File: src/common/elt_defines.vh
`ifndef ELT_DEFINES_VH
`define ELT_DEFINES_VH

// ************************************************************
// register byte offsets
// ************************************************************
`define ELT_OFS_CTRL        8'h00
`define ELT_OFS_XFER_SIZE   8'h04
`define ELT_OFS_STATUS      8'h08
`define ELT_OFS_WORD_CNT    8'h0C
`define ELT_OFS_TX_MAC      8'h10
`define ELT_OFS_LOOPBACK    8'h14
`define ELT_OFS_RX_MAC      8'h18
`define ELT_OFS_TRANSFER    8'h1C

// ************************************************************
// field positions and reset values
// ************************************************************
`define ELT_CTRL_LOOP_BIT   0
`define ELT_STAT_START_LSB  0
`define ELT_STAT_STOP_LSB   8
`define ELT_XFER_SIZE_RST   32'h0000_0000

// ************************************************************
// counter slots
// ************************************************************
`define ELT_NUM_CNT         4
`define ELT_IDX_TX_MAC      0
`define ELT_IDX_LOOPBACK    1
`define ELT_IDX_RX_MAC      2
`define ELT_IDX_TRANSFER    3

// ************************************************************
// media preamble patterns, lane 0 in the low byte
// ************************************************************
`define ELT_PRE64_DATA      64'hD555_5555_5555_55FB
`define ELT_PRE64_CTRL      8'h01
`define ELT_PRE32_DATA      32'hD555_55FB
`define ELT_PRE32_CTRL      4'h1

// ************************************************************
// bus responses
// ************************************************************
`define ELT_RESP_OKAY       2'h0
`define ELT_RESP_DECERR     2'h3

`endif

File: src/design/elt_lat_counter.v
`timescale 1ns/1ns
// one latency counter with its sticky start and stop flags
module elt_lat_counter #(
  parameter CNT_W = 32
) (
  input  wire             aclk,
  input  wire             aresetn,
  input  wire             clear,
  input  wire             start_evt,
  input  wire             stop_evt,
  output wire             start_flag,
  output wire             stop_flag,
  output wire [CNT_W-1:0] count
);

  reg             start_ff;
  reg             stop_ff;
  reg [CNT_W-1:0] count_ff;
  reg             nxt_start;
  reg             nxt_stop;
  reg [CNT_W-1:0] nxt_count;

  // ************************************************************
  // next state
  // ************************************************************
  always @* begin
    // an event in the clearing cycle still sets its flag
    nxt_start = start_evt | (start_ff & ~clear);
    nxt_stop  = stop_evt | (stop_ff & ~clear);
    if (clear) begin
      nxt_count = {CNT_W{1'b0}};
    end else if (start_ff && !stop_ff) begin
      nxt_count = count_ff + {{(CNT_W-1){1'b0}}, 1'b1};
    end else begin
      nxt_count = count_ff;
    end
  end

  always @(posedge aclk) begin
    if (!aresetn) begin
      start_ff <= 1'b0;
      stop_ff  <= 1'b0;
      count_ff <= {CNT_W{1'b0}};
    end else begin
      start_ff <= nxt_start;
      stop_ff  <= nxt_stop;
      count_ff <= nxt_count;
    end
  end

  assign start_flag = start_ff;
  assign stop_flag  = stop_ff;
  assign count      = count_ff;

endmodule // elt_lat_counter

File: src/design/elt_top.v
// The address map and the AXI4-Lite register port were chosen for this implementation.
`timescale 1ns/1ns
`include "elt_defines.vh"

// Summary of operation
// count only while started and not stopped
// stop flag freezes count for reading
// new loop clears counts and flags
// four counters: tx, loopback, rx, total
// tx start on first accepted stream beat
// tx stop on transmit preamble word
// loopback starts on tx stop event
// receive detector handles aligned and shifted
// loopback stops on first received word
// rx starts on loopback stop event
// rx stop on first beat, valid
// total starts on first fifo write
// word count follows fifo read enable
// total stops when count equals size
// software reads after loop completes
// counters are 32 bits, one per clock
// flags sticky until next loop clear
module elt_top #(
  parameter ADDR_W = 8,
  parameter CNT_W  = 32
) (
  input  wire              aclk,
  input  wire              aresetn,
  input  wire [ADDR_W-1:0] s_axi_awaddr,
  input  wire [2:0]        s_axi_awprot,
  input  wire              s_axi_awvalid,
  output wire              s_axi_awready,
  input  wire [31:0]       s_axi_wdata,
  input  wire [3:0]        s_axi_wstrb,
  input  wire              s_axi_wvalid,
  output wire              s_axi_wready,
  output wire [1:0]        s_axi_bresp,
  output wire              s_axi_bvalid,
  input  wire              s_axi_bready,
  input  wire [ADDR_W-1:0] s_axi_araddr,
  input  wire [2:0]        s_axi_arprot,
  input  wire              s_axi_arvalid,
  output wire              s_axi_arready,
  output wire [31:0]       s_axi_rdata,
  output wire [1:0]        s_axi_rresp,
  output wire              s_axi_rvalid,
  input  wire              s_axi_rready,
  input  wire              tx_stream_first_beat,
  input  wire              tx_stream_valid,
  input  wire              tx_stream_accept,
  input  wire [63:0]       tx_media_data,
  input  wire [7:0]        tx_media_ctrl,
  input  wire [63:0]       rx_media_data_bus,
  input  wire [7:0]        rx_media_ctrl,
  input  wire              rx_stream_first_beat,
  input  wire              rx_stream_valid,
  input  wire              tx_fifo_write_enable,
  input  wire              rx_fifo_read_enable
);

  // ************************************************************
  // declarations
  // ************************************************************
  reg  [ADDR_W-1:0]          aw_addr_ff;
  reg                        aw_held_ff;
  reg  [31:0]                w_data_ff;
  reg  [3:0]                 w_strb_ff;
  reg                        w_held_ff;
  reg                        bvalid_ff;
  reg  [1:0]                 bresp_ff;
  reg                        rvalid_ff;
  reg  [1:0]                 rresp_ff;
  reg  [31:0]                rdata_ff;
  reg  [31:0]                xfer_size_ff;
  reg  [31:0]                nxt_xfer_size;
  reg                        loop_clear_ff;
  reg  [CNT_W-1:0]           rx_word_count_ff;
  reg                        rx_pre64_ff;
  reg  [31:0]                nxt_rdata;
  reg  [1:0]                 nxt_rresp;
  reg  [1:0]                 nxt_bresp;
  reg                        wr_ctrl;
  reg                        wr_size;
  wire                       aw_take;
  wire                       w_take;
  wire                       ar_take;
  wire                       wr_commit;
  wire [ADDR_W-1:0]          wr_ofs;
  wire [ADDR_W-1:0]          rd_ofs;
  wire                       tx_pre_hit;
  wire                       rx_pre32_hit;
  wire                       rx_first_word;
  wire [`ELT_NUM_CNT-1:0]    start_evt;
  wire [`ELT_NUM_CNT-1:0]    stop_evt;
  wire [`ELT_NUM_CNT-1:0]    start_flag;
  wire [`ELT_NUM_CNT-1:0]    stop_flag;
  wire [`ELT_NUM_CNT*CNT_W-1:0] count_bus;
  wire [31:0]                status_word;

  // ************************************************************
  // write channel
  // ************************************************************
  // address and data are taken independently, in either order
  assign s_axi_awready = !aw_held_ff && !bvalid_ff;
  assign s_axi_wready  = !w_held_ff && !bvalid_ff;
  assign aw_take       = s_axi_awvalid && s_axi_awready;
  assign w_take        = s_axi_wvalid && s_axi_wready;
  assign wr_commit     = aw_held_ff && w_held_ff && !bvalid_ff;
  assign wr_ofs        = {aw_addr_ff[ADDR_W-1:2], 2'b00};

  always @(posedge aclk) begin
    if (!aresetn) begin
      aw_addr_ff <= {ADDR_W{1'b0}};
      aw_held_ff <= 1'b0;
      w_data_ff  <= 32'h0000_0000;
      w_strb_ff  <= 4'h0;
      w_held_ff  <= 1'b0;
      bvalid_ff  <= 1'b0;
      bresp_ff   <= `ELT_RESP_OKAY;
    end else begin
      if (aw_take) begin
        aw_addr_ff <= s_axi_awaddr;
        aw_held_ff <= 1'b1;
      end else if (wr_commit) begin
        aw_held_ff <= 1'b0;
      end
      if (w_take) begin
        w_data_ff <= s_axi_wdata;
        w_strb_ff <= s_axi_wstrb;
        w_held_ff <= 1'b1;
      end else if (wr_commit) begin
        w_held_ff <= 1'b0;
      end
      if (wr_commit) begin
        bvalid_ff <= 1'b1;
        bresp_ff  <= nxt_bresp;
      end else if (s_axi_bready) begin
        bvalid_ff <= 1'b0;
      end
    end
  end

  always @* begin
    wr_ctrl   = 1'b0;
    wr_size   = 1'b0;
    nxt_bresp = `ELT_RESP_OKAY;
    case (wr_ofs)
      `ELT_OFS_CTRL:      wr_ctrl = 1'b1;
      `ELT_OFS_XFER_SIZE: wr_size = 1'b1;
      // read-only words quietly ignore writes
      `ELT_OFS_STATUS,
      `ELT_OFS_WORD_CNT,
      `ELT_OFS_TX_MAC,
      `ELT_OFS_LOOPBACK,
      `ELT_OFS_RX_MAC,
      `ELT_OFS_TRANSFER:  nxt_bresp = `ELT_RESP_OKAY;
      default:            nxt_bresp = `ELT_RESP_DECERR;
    endcase
  end

  // ************************************************************
  // software registers
  // ************************************************************
  genvar gb;
  generate
    for (gb = 0; gb < 4; gb = gb + 1) begin : g_size_lane
      always @* begin
        if (wr_commit && wr_size && w_strb_ff[gb]) begin
          nxt_xfer_size[gb*8 +: 8] = w_data_ff[gb*8 +: 8];
        end else begin
          nxt_xfer_size[gb*8 +: 8] = xfer_size_ff[gb*8 +: 8];
        end
      end
    end
  endgenerate

  always @(posedge aclk) begin
    if (!aresetn) begin
      xfer_size_ff  <= `ELT_XFER_SIZE_RST;
      loop_clear_ff <= 1'b0;
    end else begin
      xfer_size_ff  <= nxt_xfer_size;
      // self-clearing: one pulse per write of a one
      loop_clear_ff <= wr_commit && wr_ctrl && w_strb_ff[0] &&
                       w_data_ff[`ELT_CTRL_LOOP_BIT];
    end
  end

  // ************************************************************
  // read channel
  // ************************************************************
  assign s_axi_arready = !rvalid_ff;
  assign ar_take       = s_axi_arvalid && s_axi_arready;
  assign rd_ofs        = {s_axi_araddr[ADDR_W-1:2], 2'b00};

  assign status_word = {{(24-`ELT_STAT_STOP_LSB){1'b0}},
                        {(8-`ELT_NUM_CNT){1'b0}}, stop_flag,
                        {(8-`ELT_NUM_CNT){1'b0}}, start_flag};

  always @* begin
    nxt_rresp = `ELT_RESP_OKAY;
    case (rd_ofs)
      `ELT_OFS_CTRL:      nxt_rdata = 32'h0000_0000;
      `ELT_OFS_XFER_SIZE: nxt_rdata = xfer_size_ff;
      `ELT_OFS_STATUS:    nxt_rdata = status_word;
      `ELT_OFS_WORD_CNT:  nxt_rdata = rx_word_count_ff;
      `ELT_OFS_TX_MAC:
        nxt_rdata = count_bus[`ELT_IDX_TX_MAC*CNT_W +: CNT_W];
      `ELT_OFS_LOOPBACK:
        nxt_rdata = count_bus[`ELT_IDX_LOOPBACK*CNT_W +: CNT_W];
      `ELT_OFS_RX_MAC:
        nxt_rdata = count_bus[`ELT_IDX_RX_MAC*CNT_W +: CNT_W];
      `ELT_OFS_TRANSFER:
        nxt_rdata = count_bus[`ELT_IDX_TRANSFER*CNT_W +: CNT_W];
      default: begin
        nxt_rdata = 32'h0000_0000;
        nxt_rresp = `ELT_RESP_DECERR;
      end
    endcase
  end

  always @(posedge aclk) begin
    if (!aresetn) begin
      rvalid_ff <= 1'b0;
      rresp_ff  <= `ELT_RESP_OKAY;
      rdata_ff  <= 32'h0000_0000;
    end else begin
      if (ar_take) begin
        rvalid_ff <= 1'b1;
        rresp_ff  <= nxt_rresp;
        rdata_ff  <= nxt_rdata;
      end else if (s_axi_rready) begin
        rvalid_ff <= 1'b0;
      end
    end
  end

  // ************************************************************
  // traffic detectors
  // ************************************************************
  // transmit side always sends the preamble word lane-aligned
  assign tx_pre_hit = (tx_media_data == `ELT_PRE64_DATA) &&
                      (tx_media_ctrl == `ELT_PRE64_CTRL);

  // shifted case: preamble in low lanes, data in high lanes now
  assign rx_pre32_hit =
    (rx_media_data_bus[31:0] == `ELT_PRE32_DATA) &&
    (rx_media_ctrl[3:0] == `ELT_PRE32_CTRL);

  // aligned case: first data word follows one clock later
  always @(posedge aclk) begin
    if (!aresetn) begin
      rx_pre64_ff <= 1'b0;
    end else begin
      rx_pre64_ff <= (rx_media_data_bus == `ELT_PRE64_DATA) &&
                     (rx_media_ctrl == `ELT_PRE64_CTRL);
    end
  end

  assign rx_first_word = rx_pre64_ff | rx_pre32_hit;

  // ************************************************************
  // received word count
  // ************************************************************
  always @(posedge aclk) begin
    if (!aresetn) begin
      rx_word_count_ff <= {CNT_W{1'b0}};
    end else if (loop_clear_ff) begin
      rx_word_count_ff <= {{(CNT_W-1){1'b0}}, rx_fifo_read_enable};
    end else if (rx_fifo_read_enable) begin
      rx_word_count_ff <= rx_word_count_ff +
                          {{(CNT_W-1){1'b0}}, 1'b1};
    end
  end

  // ************************************************************
  // counter events and instances
  // ************************************************************
  assign start_evt[`ELT_IDX_TX_MAC] = tx_stream_first_beat &&
                                      tx_stream_valid &&
                                      tx_stream_accept;
  assign stop_evt[`ELT_IDX_TX_MAC]    = tx_pre_hit;
  assign start_evt[`ELT_IDX_LOOPBACK] = tx_pre_hit;
  assign stop_evt[`ELT_IDX_LOOPBACK]  = rx_first_word;
  assign start_evt[`ELT_IDX_RX_MAC]   = rx_first_word;
  // no ready here: the receive stream cannot be stalled
  assign stop_evt[`ELT_IDX_RX_MAC] = rx_stream_first_beat &&
                                     rx_stream_valid;
  assign start_evt[`ELT_IDX_TRANSFER] = tx_fifo_write_enable;
  // size zero never stops, so an idle loop cannot fake a result
  // old loop's count still stands in the clearing cycle: mask it
  assign stop_evt[`ELT_IDX_TRANSFER] =
    (rx_word_count_ff == xfer_size_ff) && !loop_clear_ff &&
    (xfer_size_ff != 32'h0000_0000);

  genvar gc;
  generate
    for (gc = 0; gc < `ELT_NUM_CNT; gc = gc + 1) begin : g_cnt
      elt_lat_counter #(
        .CNT_W      (CNT_W)
      ) u_cnt (
        .aclk       (aclk),
        .aresetn    (aresetn),
        .clear      (loop_clear_ff),
        .start_evt  (start_evt[gc]),
        .stop_evt   (stop_evt[gc]),
        .start_flag (start_flag[gc]),
        .stop_flag  (stop_flag[gc]),
        .count      (count_bus[gc*CNT_W +: CNT_W])
      );
    end
  endgenerate

  // ************************************************************
  // outputs
  // ************************************************************
  // values are only meaningful once every stop flag reads set
  assign s_axi_bvalid = bvalid_ff;
  assign s_axi_bresp  = bresp_ff;
  assign s_axi_rvalid = rvalid_ff;
  assign s_axi_rresp  = rresp_ff;
  assign s_axi_rdata  = rdata_ff;

endmodule // elt_top

File: config.mk
export PLATFORM = sky130hd
export DESIGN_NAME = elt_top
export DESIGN_NICKNAME = d
export VERILOG_FILES = /design/src/design/elt_lat_counter.v /design/src/design/elt_top.v
export VERILOG_INCLUDE_DIRS = /design/src /design/src/common
export SDC_FILE = /design/constraint.sdc
export NUM_CORES = 1
export LEC_CHECK = 0
export BUFFER_PORTS_ARGS = -buffer_cell sky130_fd_sc_hd__buf_2
export CAP_MARGIN = 20
export CORE_MARGIN = 5
export CORE_UTILIZATION = 45
export DETAILED_ROUTE_END_ITERATION = 8
export PLACE_DENSITY = 0.64
export RECOVER_POWER = 100
export SETUP_SLACK_MARGIN = 0.4
export SYNTH_ARGS = -nofsm -noshare
export SYNTH_HDL_FRONTEND = slang
export SYNTH_SLANG_ARGS = --single-unit
File: constraint.sdc
create_clock -name aclk -period 2.45 [get_ports aclk]
set_input_delay 0.3675 -clock aclk [delete_from_list [all_inputs] [get_ports aclk]]
set_output_delay 0.3675 -clock aclk [all_outputs]
set_load 0.005 [all_outputs]
==> out/metrics.cfg, run 1 <==
[status]
status=completed

[layout]
drive_above_1_share_pct=19.16
final_net_count=2114
n_fill_cell=2934
final_cell_area_sq_mm=0.01664
areaGrowthSynthToFinish_pct=20.33
fin_util_pct=54.55

[power]
peakVddDrop_mv=0.5382
powerDensity_mw_per_mm2=597.7
cellLeakagePower_uw=0.006195

[global_routing]
antenna_found_initial=4
gr-usage-all-layers_pct=26.98
grt_pass1_vias=12454
overflow=0
grt_max_degree=67
grt_pass1_wl_um=72690

[synth]
netlist_top_cells_area=dfxtp_1 41%, xor2_1 6.8%, nand2_1 5.8%
synth_area_per_cell_sq_um=8.368
yosys.area.top_type=dfxtp_1
synth_top_area_share_pct=40.81
synth_flop_cell=dfxtp_1
synth_fp_nets=1874
synthCells=1653
ys_async_sr_fraction_pct=0
yosysMostFrequentCell=dfxtp_1
syn_area_sq_mm=0.01383
ys_seq_elements=282
synthTopCellsByCount=282 x dfxtp_1, 214 x nand2_1, 193 x nor2_1
synth-edff-count=0
synthDistinctLibCells=56
seq_area_frac_synth_pct=40.81
synth_warnings=0

[critical_path]
slowest_stage=clkbuf_2
start_kind=flop
path_class=flop to flop
required_ns=2.94
worstPathCellList=inv_1 > nand2_1 > nor3_1 > clkbuf_2 > o21ai_0 > a31oi_1
slowest_delay_ns=0.59
crit_path_max_fanout=32
critical_path_arrival_ns=2.56
end_kind=flop

[drt]
drt_iter0_markers=1075
drt_pass1_iterations=6
routed_wl_um=47300
via_per_inst=5.640
drc=0
wl_per_cell_um=20.46
vias=13039
antenna_left=0

[flow_run]
cap_violations=0

[sta]
period_minus_slack_ns=2.074
rsz0062_at_grt=yes
fmax_mhz=482.2
setup_ws_ns=0.3762
setup-violations-final=0
fin_setup_tns_ns=0
slew_viol_final=0
clock_skew_ns=0.02405
fin_crit_sh_pct=84.65
tightestPinTransition_ns=1.195
slew_headroom_pct=20.31
final-hold-violation-count=0
whs_ns=0.03969

[placement]
place_hpwl_um=36590
pre_cts_slack_ns=0.2299
gp_congestion=0.9784
dpl_cell_area_sq_mm=0.01562
portBuffers=246

[clock_network]
worstSkewPairLatency_ns=0.57
cts_max_level=1
cts_hold_repair.buffers=0
cts_tree=built
root_buffer=clkbuf_16
clk_pin_slew_ns=0.06
clk_path_buf_depth=3
cts_num_sinks=282
cts_buffers=31

[floorplanning]
start_util_pct=45.34
fp.dieW_um=185.3
core_area_sq_mm=0.03051
num_rows=64
ios=257
fp.dieH_um=185.3
die_area_sq_mm=0.03434

[min_path]
hold_path.class=input port to flop

-- cells in the final DEF, fill, tap and decap left out, types with 21 or more instances in the layout --
cell type    n
dfxtp_1    269
a221oi_1    22
nand2_1    213
nand3_1     63
nand4_1     72
a21oi_1     37
o21ai_0     57
clkbuf_1    33
and2_1      41
buf_4       42
a21boi_0    72
nor4_1      31
xor2_1     107
nor2_1     193
and3_1      30
clkbuf_16   31
nor2b_1     21
mux2i_1     26
buf_2      222
xnor2_1     68
a22oi_1     30
nor3_1      24
-- path summary, 6_finish.rpt --
path | from | to | slack (ns) | cells after the start
max | s_axi_rvalid$_SDFFE_PN0P_ | s_axi_rdata[19]$_SDFFE_PN0P_ | 0.38 | 6
min reg2reg | w_data_ff[31]$_SDFFE_PN0P_ | xfer_size_ff[31]$_SDFFE_PN0P_ | 0.46 | 2
max reg2reg | s_axi_rvalid$_SDFFE_PN0P_ | s_axi_rdata[19]$_SDFFE_PN0P_ | 0.38 | 6
min | s_axi_arvalid | s_axi_rvalid$_SDFFE_PN0P_ | 0.04 | 2
-- layer usage --
layer	share of wire [%]	global-route usage [%]
met5	0.027	0
met4	3.9	9.689
met3	7.2	4.281
met2	48	45.98
met1	41	34.61
-- what timing repair did --
action,CTS,global route
pin swaps,3,1
gates resized for setup,13,12
setup endpoints to repair,3,9
setup buffers,3,0
cloned,0,0
-- final cells by class --
type | instances | area [sq um] | share of cell area, %
clock inverters | 8 | 75.07 | 0.4511
inverters | 15 | 56.30 | 0.3383
flip-flops and latches | 282 | 5679 | 34.12
well taps | 396 | 495.5 | 2.977
repair buffers | 299 | 1587 | 9.532
multi-input cells | 1264 | 7792 | 46.82
diodes | 1 | 2.502 | 0.01504
clock buffers | 47 | 955.9 | 5.743
-- cells by family (layout without fill, tap and decap cells) --
family	Yosys count	in the layout	share of synthesized area [%]
adders and majority gates	5	5	0.4523
and+or+nand+nor	784	784	28.92
xor gates and xnor gates	175	175	11.08
DFF	282	282	40.81
muxes	41	41	3.103
AOI/OAI and AO/OA	259	259	12.58
buffers and inverters	107	369	3.048
other	0	1	0
-- worst max-delay path, delay by kind of cell (launching register included) --
family                 cells  cell delay, ns
buffers and inverters      2            0.66
AND/OR/NAND/NOR            2            0.58
AO/OA/AOI/OAI              2            0.42
flip-flops                 1            0.33
-- report_power, final --
part           switching [uW]  internal, uW
Combinational             316           260
Clock                    1900          2770
Sequential               56.2          4650
Total                    2270          7680
-- registers in the layout (all words and copies together) (netlist names), 4 cells and up --
signal                  count
g_cnt.u_cnt.stop_flag       4
g_cnt.u_cnt.count         128
s_axi_rdata                32
xfer_size_ff               32
rx_word_count_ff           32
w_strb_ff                   4
g_cnt.u_cnt.start_flag      4
aw_addr_ff                  6
w_data_ff                  32
-- per-stage QoR --
stage,cells,total power [uW]
floorplan,1653,5087
global placement,2253,5383
detailed placement,2253,5394
CTS,2311,10030
global route,2312,10290
finish,2312,9948
No activity file was read; power rests on OpenSTA's default activity.
==> run 2: changes to the inputs <==
clock period = 2.16 ns   (was 2.45 ns; I/O delays follow)
==> run 2 against run 1 <==
  * Cell count increased by 4.4%
  * Flip-flop and latch count did not move
  * Via count increased by 4.0%
  * Power up 14%
  * Core utilization rose by 3.8 points
  * Register-to-register slack got worse by 0.18 ns
  * Highest routed layer unchanged
==> out/metrics.cfg, run 2 (synthesized netlist as in run 1, its figures left out) <==
[status]
status=completed

[placement]
gp_congestion=1.003
place_hpwl_um=37060
portBuffers=246
pre_cts_slack_ns=-0.02866

[global_routing]
grt_pass1_wl_um=74150
grt_max_degree=78
antenna_found_initial=8
gr-usage-all-layers_pct=27.47
overflow=0
grt_pass1_vias=13115

[layout]
multiInputGateArea_sq_mm=0.008113
mostFrequentLayoutCells=251 x dfxtp_1, 218 x buf_2, 192 x nor2_1, 176 x nand2_1, 107 x xor2_1
n_fill_cell=2777
largest_reg_flops=128
areaGrowthSynthToFinish_pct=28.69
final_net_count=2209
layout_commonest_cell=dfxtp_1
drive_above_1_share_pct=24.55
regArea_sq_mm=0.005697

[floorplanning]
die_area_sq_mm=0.03434
start_util_pct=45.34
fp.dieW_um=185.3
fp.dieH_um=185.3
core_area_sq_mm=0.03051
num_rows=64
ios=257

[critical_path]
r2r-end=xfer_size_ff[19]$_SDFFE_PN0P_
required_ns=2.66
cp.depth=7
setup.worst_path.start=aw_addr_ff[7]$_SDFFE_PN0P_
slowest_delay_ns=0.39
cp_num_buf_inv=2
slowest_stage=or3_1
rr_startpoint=aw_addr_ff[7]$_SDFFE_PN0P_
start_kind=flop
path_delay_family=simple AND/OR/NAND/NOR gates
regToRegSetupSlack_ns=0.19
worstPathCellList=or3_1 > nor4_1 > clkbuf_1 > buf_6 > and3_2 > nand2_1 > a21boi_1
end_kind=flop
crit_path_max_fanout=8
r2r_cells=7
worstSetupEndpoint=xfer_size_ff[19]$_SDFFE_PN0P_
path_class=flop to flop
critical_path_arrival_ns=2.47

[drt]
wl_per_cell_um=20.46
vias=13557
drt_pass1_iterations=5
via_per_inst=5.618
antenna_left=0
drt_iter0_markers=1327
drc=0
routed_wl_um=49370

[power]
powerDensity_mw_per_mm2=639.3
p_total_uw=11380
peakVddDrop_mv=0.5871
cellLeakagePower_uw=0.006802

[sta]
tightestPinTransition_ns=1.167
period_minus_slack_ns=1.967
slew_viol_final=0
whs_ns=0.02079
setup-violations-final=0
fin_setup_tns_ns=0
fin_crit_sh_pct=91.05
clock_skew_ns=0.01019
rsz0062_at_grt=yes
fmax_mhz=508.5
slew_headroom_pct=22.21
setup_ws_ns=0.1933
final-hold-violation-count=0

[clock_network]
cts_tree=built
clk_path_buf_depth=3
clk_pin_slew_ns=0.06
root_buffer=clkbuf_16
cts_max_level=1
cts_num_sinks=282
worstSkewPairLatency_ns=0.57
cts_buffers=31

[flow_run]
cap_violations=0

[min_path]
hold_path.class=input port to flop

run 2: cell count changes in the layout (fill, tap and decap cells not counted), sizes merged:
cell         previous run  this run
buf                   266       311
dlygate4sd3             0        32
clkbuf                 80        97
clkinv                  4         8
diode                   1         5
bufinv                  1         2
clkinvlp                1         0
inv                    17        16
run 2: routing by layer:
layer / share of wire (%) / vias up / GRT usage [%]
met3: 7.7 / 126 / 5.165
met2: 47 / 578 / 46.32
met5: 0.047 / - / 0
met1: 40 / 6347 / 34.22
li1: - / 6502 / -
met4: 5.1 / 4 / 12.16
run 2: how the worst min path moves through the flow:
stage | startpoint | endpoint | slack, ns | depth (start not counted)
floorplan | w_data_ff[31]$_SDFFE_PN0P_ | xfer_size_ff[31]$_SDFFE_PN0P_ | 0.44 | 2
global placement | w_data_ff[31]$_SDFFE_PN0P_ | xfer_size_ff[31]$_SDFFE_PN0P_ | 0.45 | 2
detailed placement | w_data_ff[31]$_SDFFE_PN0P_ | xfer_size_ff[31]$_SDFFE_PN0P_ | 0.45 | 2
CTS | s_axi_wdata[14] | w_data_ff[14]$_SDFFE_PN0P_ | 0.0003 | 3
global route | s_axi_awaddr[5] | aw_addr_ff[5]$_SDFFE_PN0P_ | 0.02 | 3
finish | s_axi_wstrb[2] | w_strb_ff[2]$_SDFFE_PN0P_ | 0.02 | 3
run 2: layout make-up:
cell class / count / area share (%)
Clock inverter: 11 / 0.6748
Tap cell: 396 / 2.783
Antenna cell: 5 / 0.07029
Multi-Input combinational cell: 1264 / 45.58
Sequential cell: 282 / 32.00
Timing Repair Buffer: 394 / 13.51
Inverter: 15 / 0.3163
Clock buffer: 46 / 5.068
run 2: tightest hold or removal path: stages:
cell and delay [ns]:
buf_2 0.10, nand2_1 0.05, a21boi_0 0.07
run 2: repair_timing:
action,CTS,global route
endpoints found under the hold margin,31,0
hold buffers,32,0
endpoints found under the setup margin,41,101
setup buffers,19,16
resized for setup,26,149
pin swaps,15,81
run 2: per-stage QoR:
step / instances / utilization (%) / area, sq um
after floorplan: 1653 / - / 13940
after global placement: 2284 / 52.28 / 15950
after detailed placement: 2284 / 52.28 / 15950
after CTS: 2392 / 57.38 / 17510
after global routing: 2413 / 58.35 / 17800
final: 2413 / 58.35 / 17800
run 2: power by group:
part | internal [uW] | switching [uW] | leakage [uW] | total, uW
clock | 3120 | 2170 | 0.000511 | 5290
sequential | 5270 | 73.5 | 0.00230 | 5350
combinational | 356 | 385 | 0.00399 | 742
==> run 3: changes to the inputs <==
CORE_MARGIN = default   (was 5)
RECOVER_POWER = default   (was 100)
==> run 3 against run 2 <==
  * Via count is 0.62% lower
  * First-iteration DRC count is 12% lower
  * Fmax is 0.35% higher
  * Register-to-register slack hardly changed
  * Global-route usage is 2.5 points higher
  * Non-clock buffer count is 5 lower
  * Critical endpoint is now rx_word_count_ff[24]$_SDFFE_PP0P_
  * Largest power group unchanged
  * Highest routed layer is now met4
==> out/metrics.cfg, run 3 (synthesized netlist as in run 1, its figures left out) <==
[status]
status=completed

[drt]
routed_wl_um=48370
antenna_left=0
drc=0
vias=13473
drt_pass1_iterations=5
drt_iter0_markers=1167
via_per_inst=5.604
wl_per_cell_um=20.12

[global_routing]
overflow=0
grt_pass1_vias=12529
antenna_found_initial=8
grt_max_degree=74
gr-usage-all-layers_pct=30.02
grt_pass1_wl_um=72380

[critical_path]
start_kind=flop
worstPathCellList=nand4_1 > or4_4 > or3_4 > or3_4 > a21oi_2
r2r_cells=5
crit_path_max_fanout=5
path_delay_family=simple AND/OR/NAND/NOR gates
required_ns=2.66
cp_common_cell=or3_4
rr_startpoint=rx_word_count_ff[10]$_SDFFE_PP0P_
worstSetupEndpoint=rx_word_count_ff[24]$_SDFFE_PP0P_
r2r-end=rx_word_count_ff[24]$_SDFFE_PP0P_
setup.worst_path.start=rx_word_count_ff[10]$_SDFFE_PP0P_
slowest_delay_ns=0.54
critical_path_arrival_ns=2.46
slowest_stage=or4_4
regToRegSetupSlack_ns=0.20
end_kind=flop
cp.depth=5
path_class=flop to flop
cp_num_buf_inv=0

[placement]
gp_congestion=1.028
dp_cells=2283
place_hpwl_um=37020
portBuffers=246

[clock_network]
worstSkewPairLatency_ns=0.57
clk_pin_slew_ns=0.06
cts_tree=built
cts_num_sinks=282
cts_buffers=31
cts_max_level=1
root_buffer=clkbuf_16
clk_path_buf_depth=3

[sta]
slew_viol_final=0
final-hold-violation-count=0
tightestPinTransition_ns=0.6280
slew_headroom_pct=58.11
clock_skew_ns=0.01919
rsz0062_at_grt=yes
fmax_mhz=510.2
fin_crit_sh_pct=90.74
period_minus_slack_ns=1.960
setup-violations-final=0

[power]
peakVddDrop_mv=0.5746
powerDensity_mw_per_mm2=627.6
p_total_uw=11200
cellLeakagePower_uw=0.006976

[floorplanning]
die_area_sq_mm=0.03144
num_rows=63
fp.dieW_um=177.3
start_util_pct=46.18
core_area_sq_mm=0.02995
fp.dieH_um=177.3
ios=257

[layout]
n_fill_cell=2780
largest_reg_flops=128
areaGrowthSynthToFinish_pct=29.05
final_cells=2404
drive_above_1_share_pct=26.54
mostFrequentLayoutCells=245 x dfxtp_1, 245 x buf_2, 213 x nand2_1, 193 x nor2_1, 116 x buf_4
final_net_count=2204

[min_path]
hold_path.class=input port to flop

[flow_run]
cap_violations=0

[run 3: power breakdown]
group | internal (uW) | switching [uW] | total, uW | leakage (uW)
sequential | 5270 | 66.9 | 5340 | 0.00230
combinational | 341 | 378 | 720 | 0.00418
clock | 2980 | 2170 | 5150 | 0.000493
total | 8590 | 2610 | 11200 | 0.00698
[run 3: worst min path at each step]
stage / startpoint / to / cells after the start
6_report: tx_fifo_write_enable / g_cnt[3].u_cnt.start_flag$_SDFF_PN0_ / 3
5_1_grt: s_axi_awaddr[5] / aw_addr_ff[5]$_SDFFE_PN0P_ / 3
4_1_cts: s_axi_wstrb[3] / w_strb_ff[3]$_SDFFE_PN0P_ / 3
3_5_place_dp: w_data_ff[25]$_SDFFE_PN0P_ / w_data_ff[25]$_SDFFE_PN0P_ / 2
3_3_place_gp: w_data_ff[25]$_SDFFE_PN0P_ / w_data_ff[25]$_SDFFE_PN0P_ / 2
2_1_floorplan: w_data_ff[31]$_SDFFE_PN0P_ / xfer_size_ff[31]$_SDFFE_PN0P_ / 2
[run 3: tightest hold or removal path, stage by stage]
cell     delay (ns)
buf_2          0.09
a21oi_1        0.04
nor2b_1        0.09
[run 3: layer usage]
layer,part of all wire [%],GRT usage [%]
met1,41,37.84
met2,48,50.99
met3,6.3,4.349
met4,4.1,12.64
met5,0,0
[run 3: metrics by stage]
step | area [sq um] | hold WS (ns) | util, % | setup slack, ns | TNS [ns]
2_1_floorplan | 13940 | 0.4353 | - | 0.1074 | 0
3_3_place_gp | 16020 | 0.4526 | 53.48 | -0.0001599 | -0.0001599
3_5_place_dp | 16020 | 0.4576 | 53.48 | 0.02040 | 0
4_1_cts | 17330 | 0.00006839 | 57.84 | 0.1927 | 0
5_1_grt | 17840 | 0.01793 | 59.57 | 0.1349 | 0
6_report | 17850 | 0.01273 | 59.59 | 0.2001 | 0
[run 3: what timing repair did]
item | 4_1_cts | 5_1_grt
gates resized for setup | 25 | 77
hold buffers | 12 | 0
setup buffers | 12 | 32
setup endpoints to repair | 52 | 121
pin swaps | 15 | 30
gates cloned | 0 | 1
hold endpoints to repair | 12 | 0
[run 3: area by class of cell]
class	instances	area [sq um]	share of cell area, %
Sequential cell	282	5714	32.01
Multi-Input combinational cell	1264	8112	45.44
Timing Repair Buffer	389	2472	13.85
Clock buffer	50	947.2	5.306
Tap cell	390	488.0	2.734
Antenna cell	6	15.01	0.08411
Inverter	15	56.30	0.3154
Clock inverter	8	46.29	0.2593
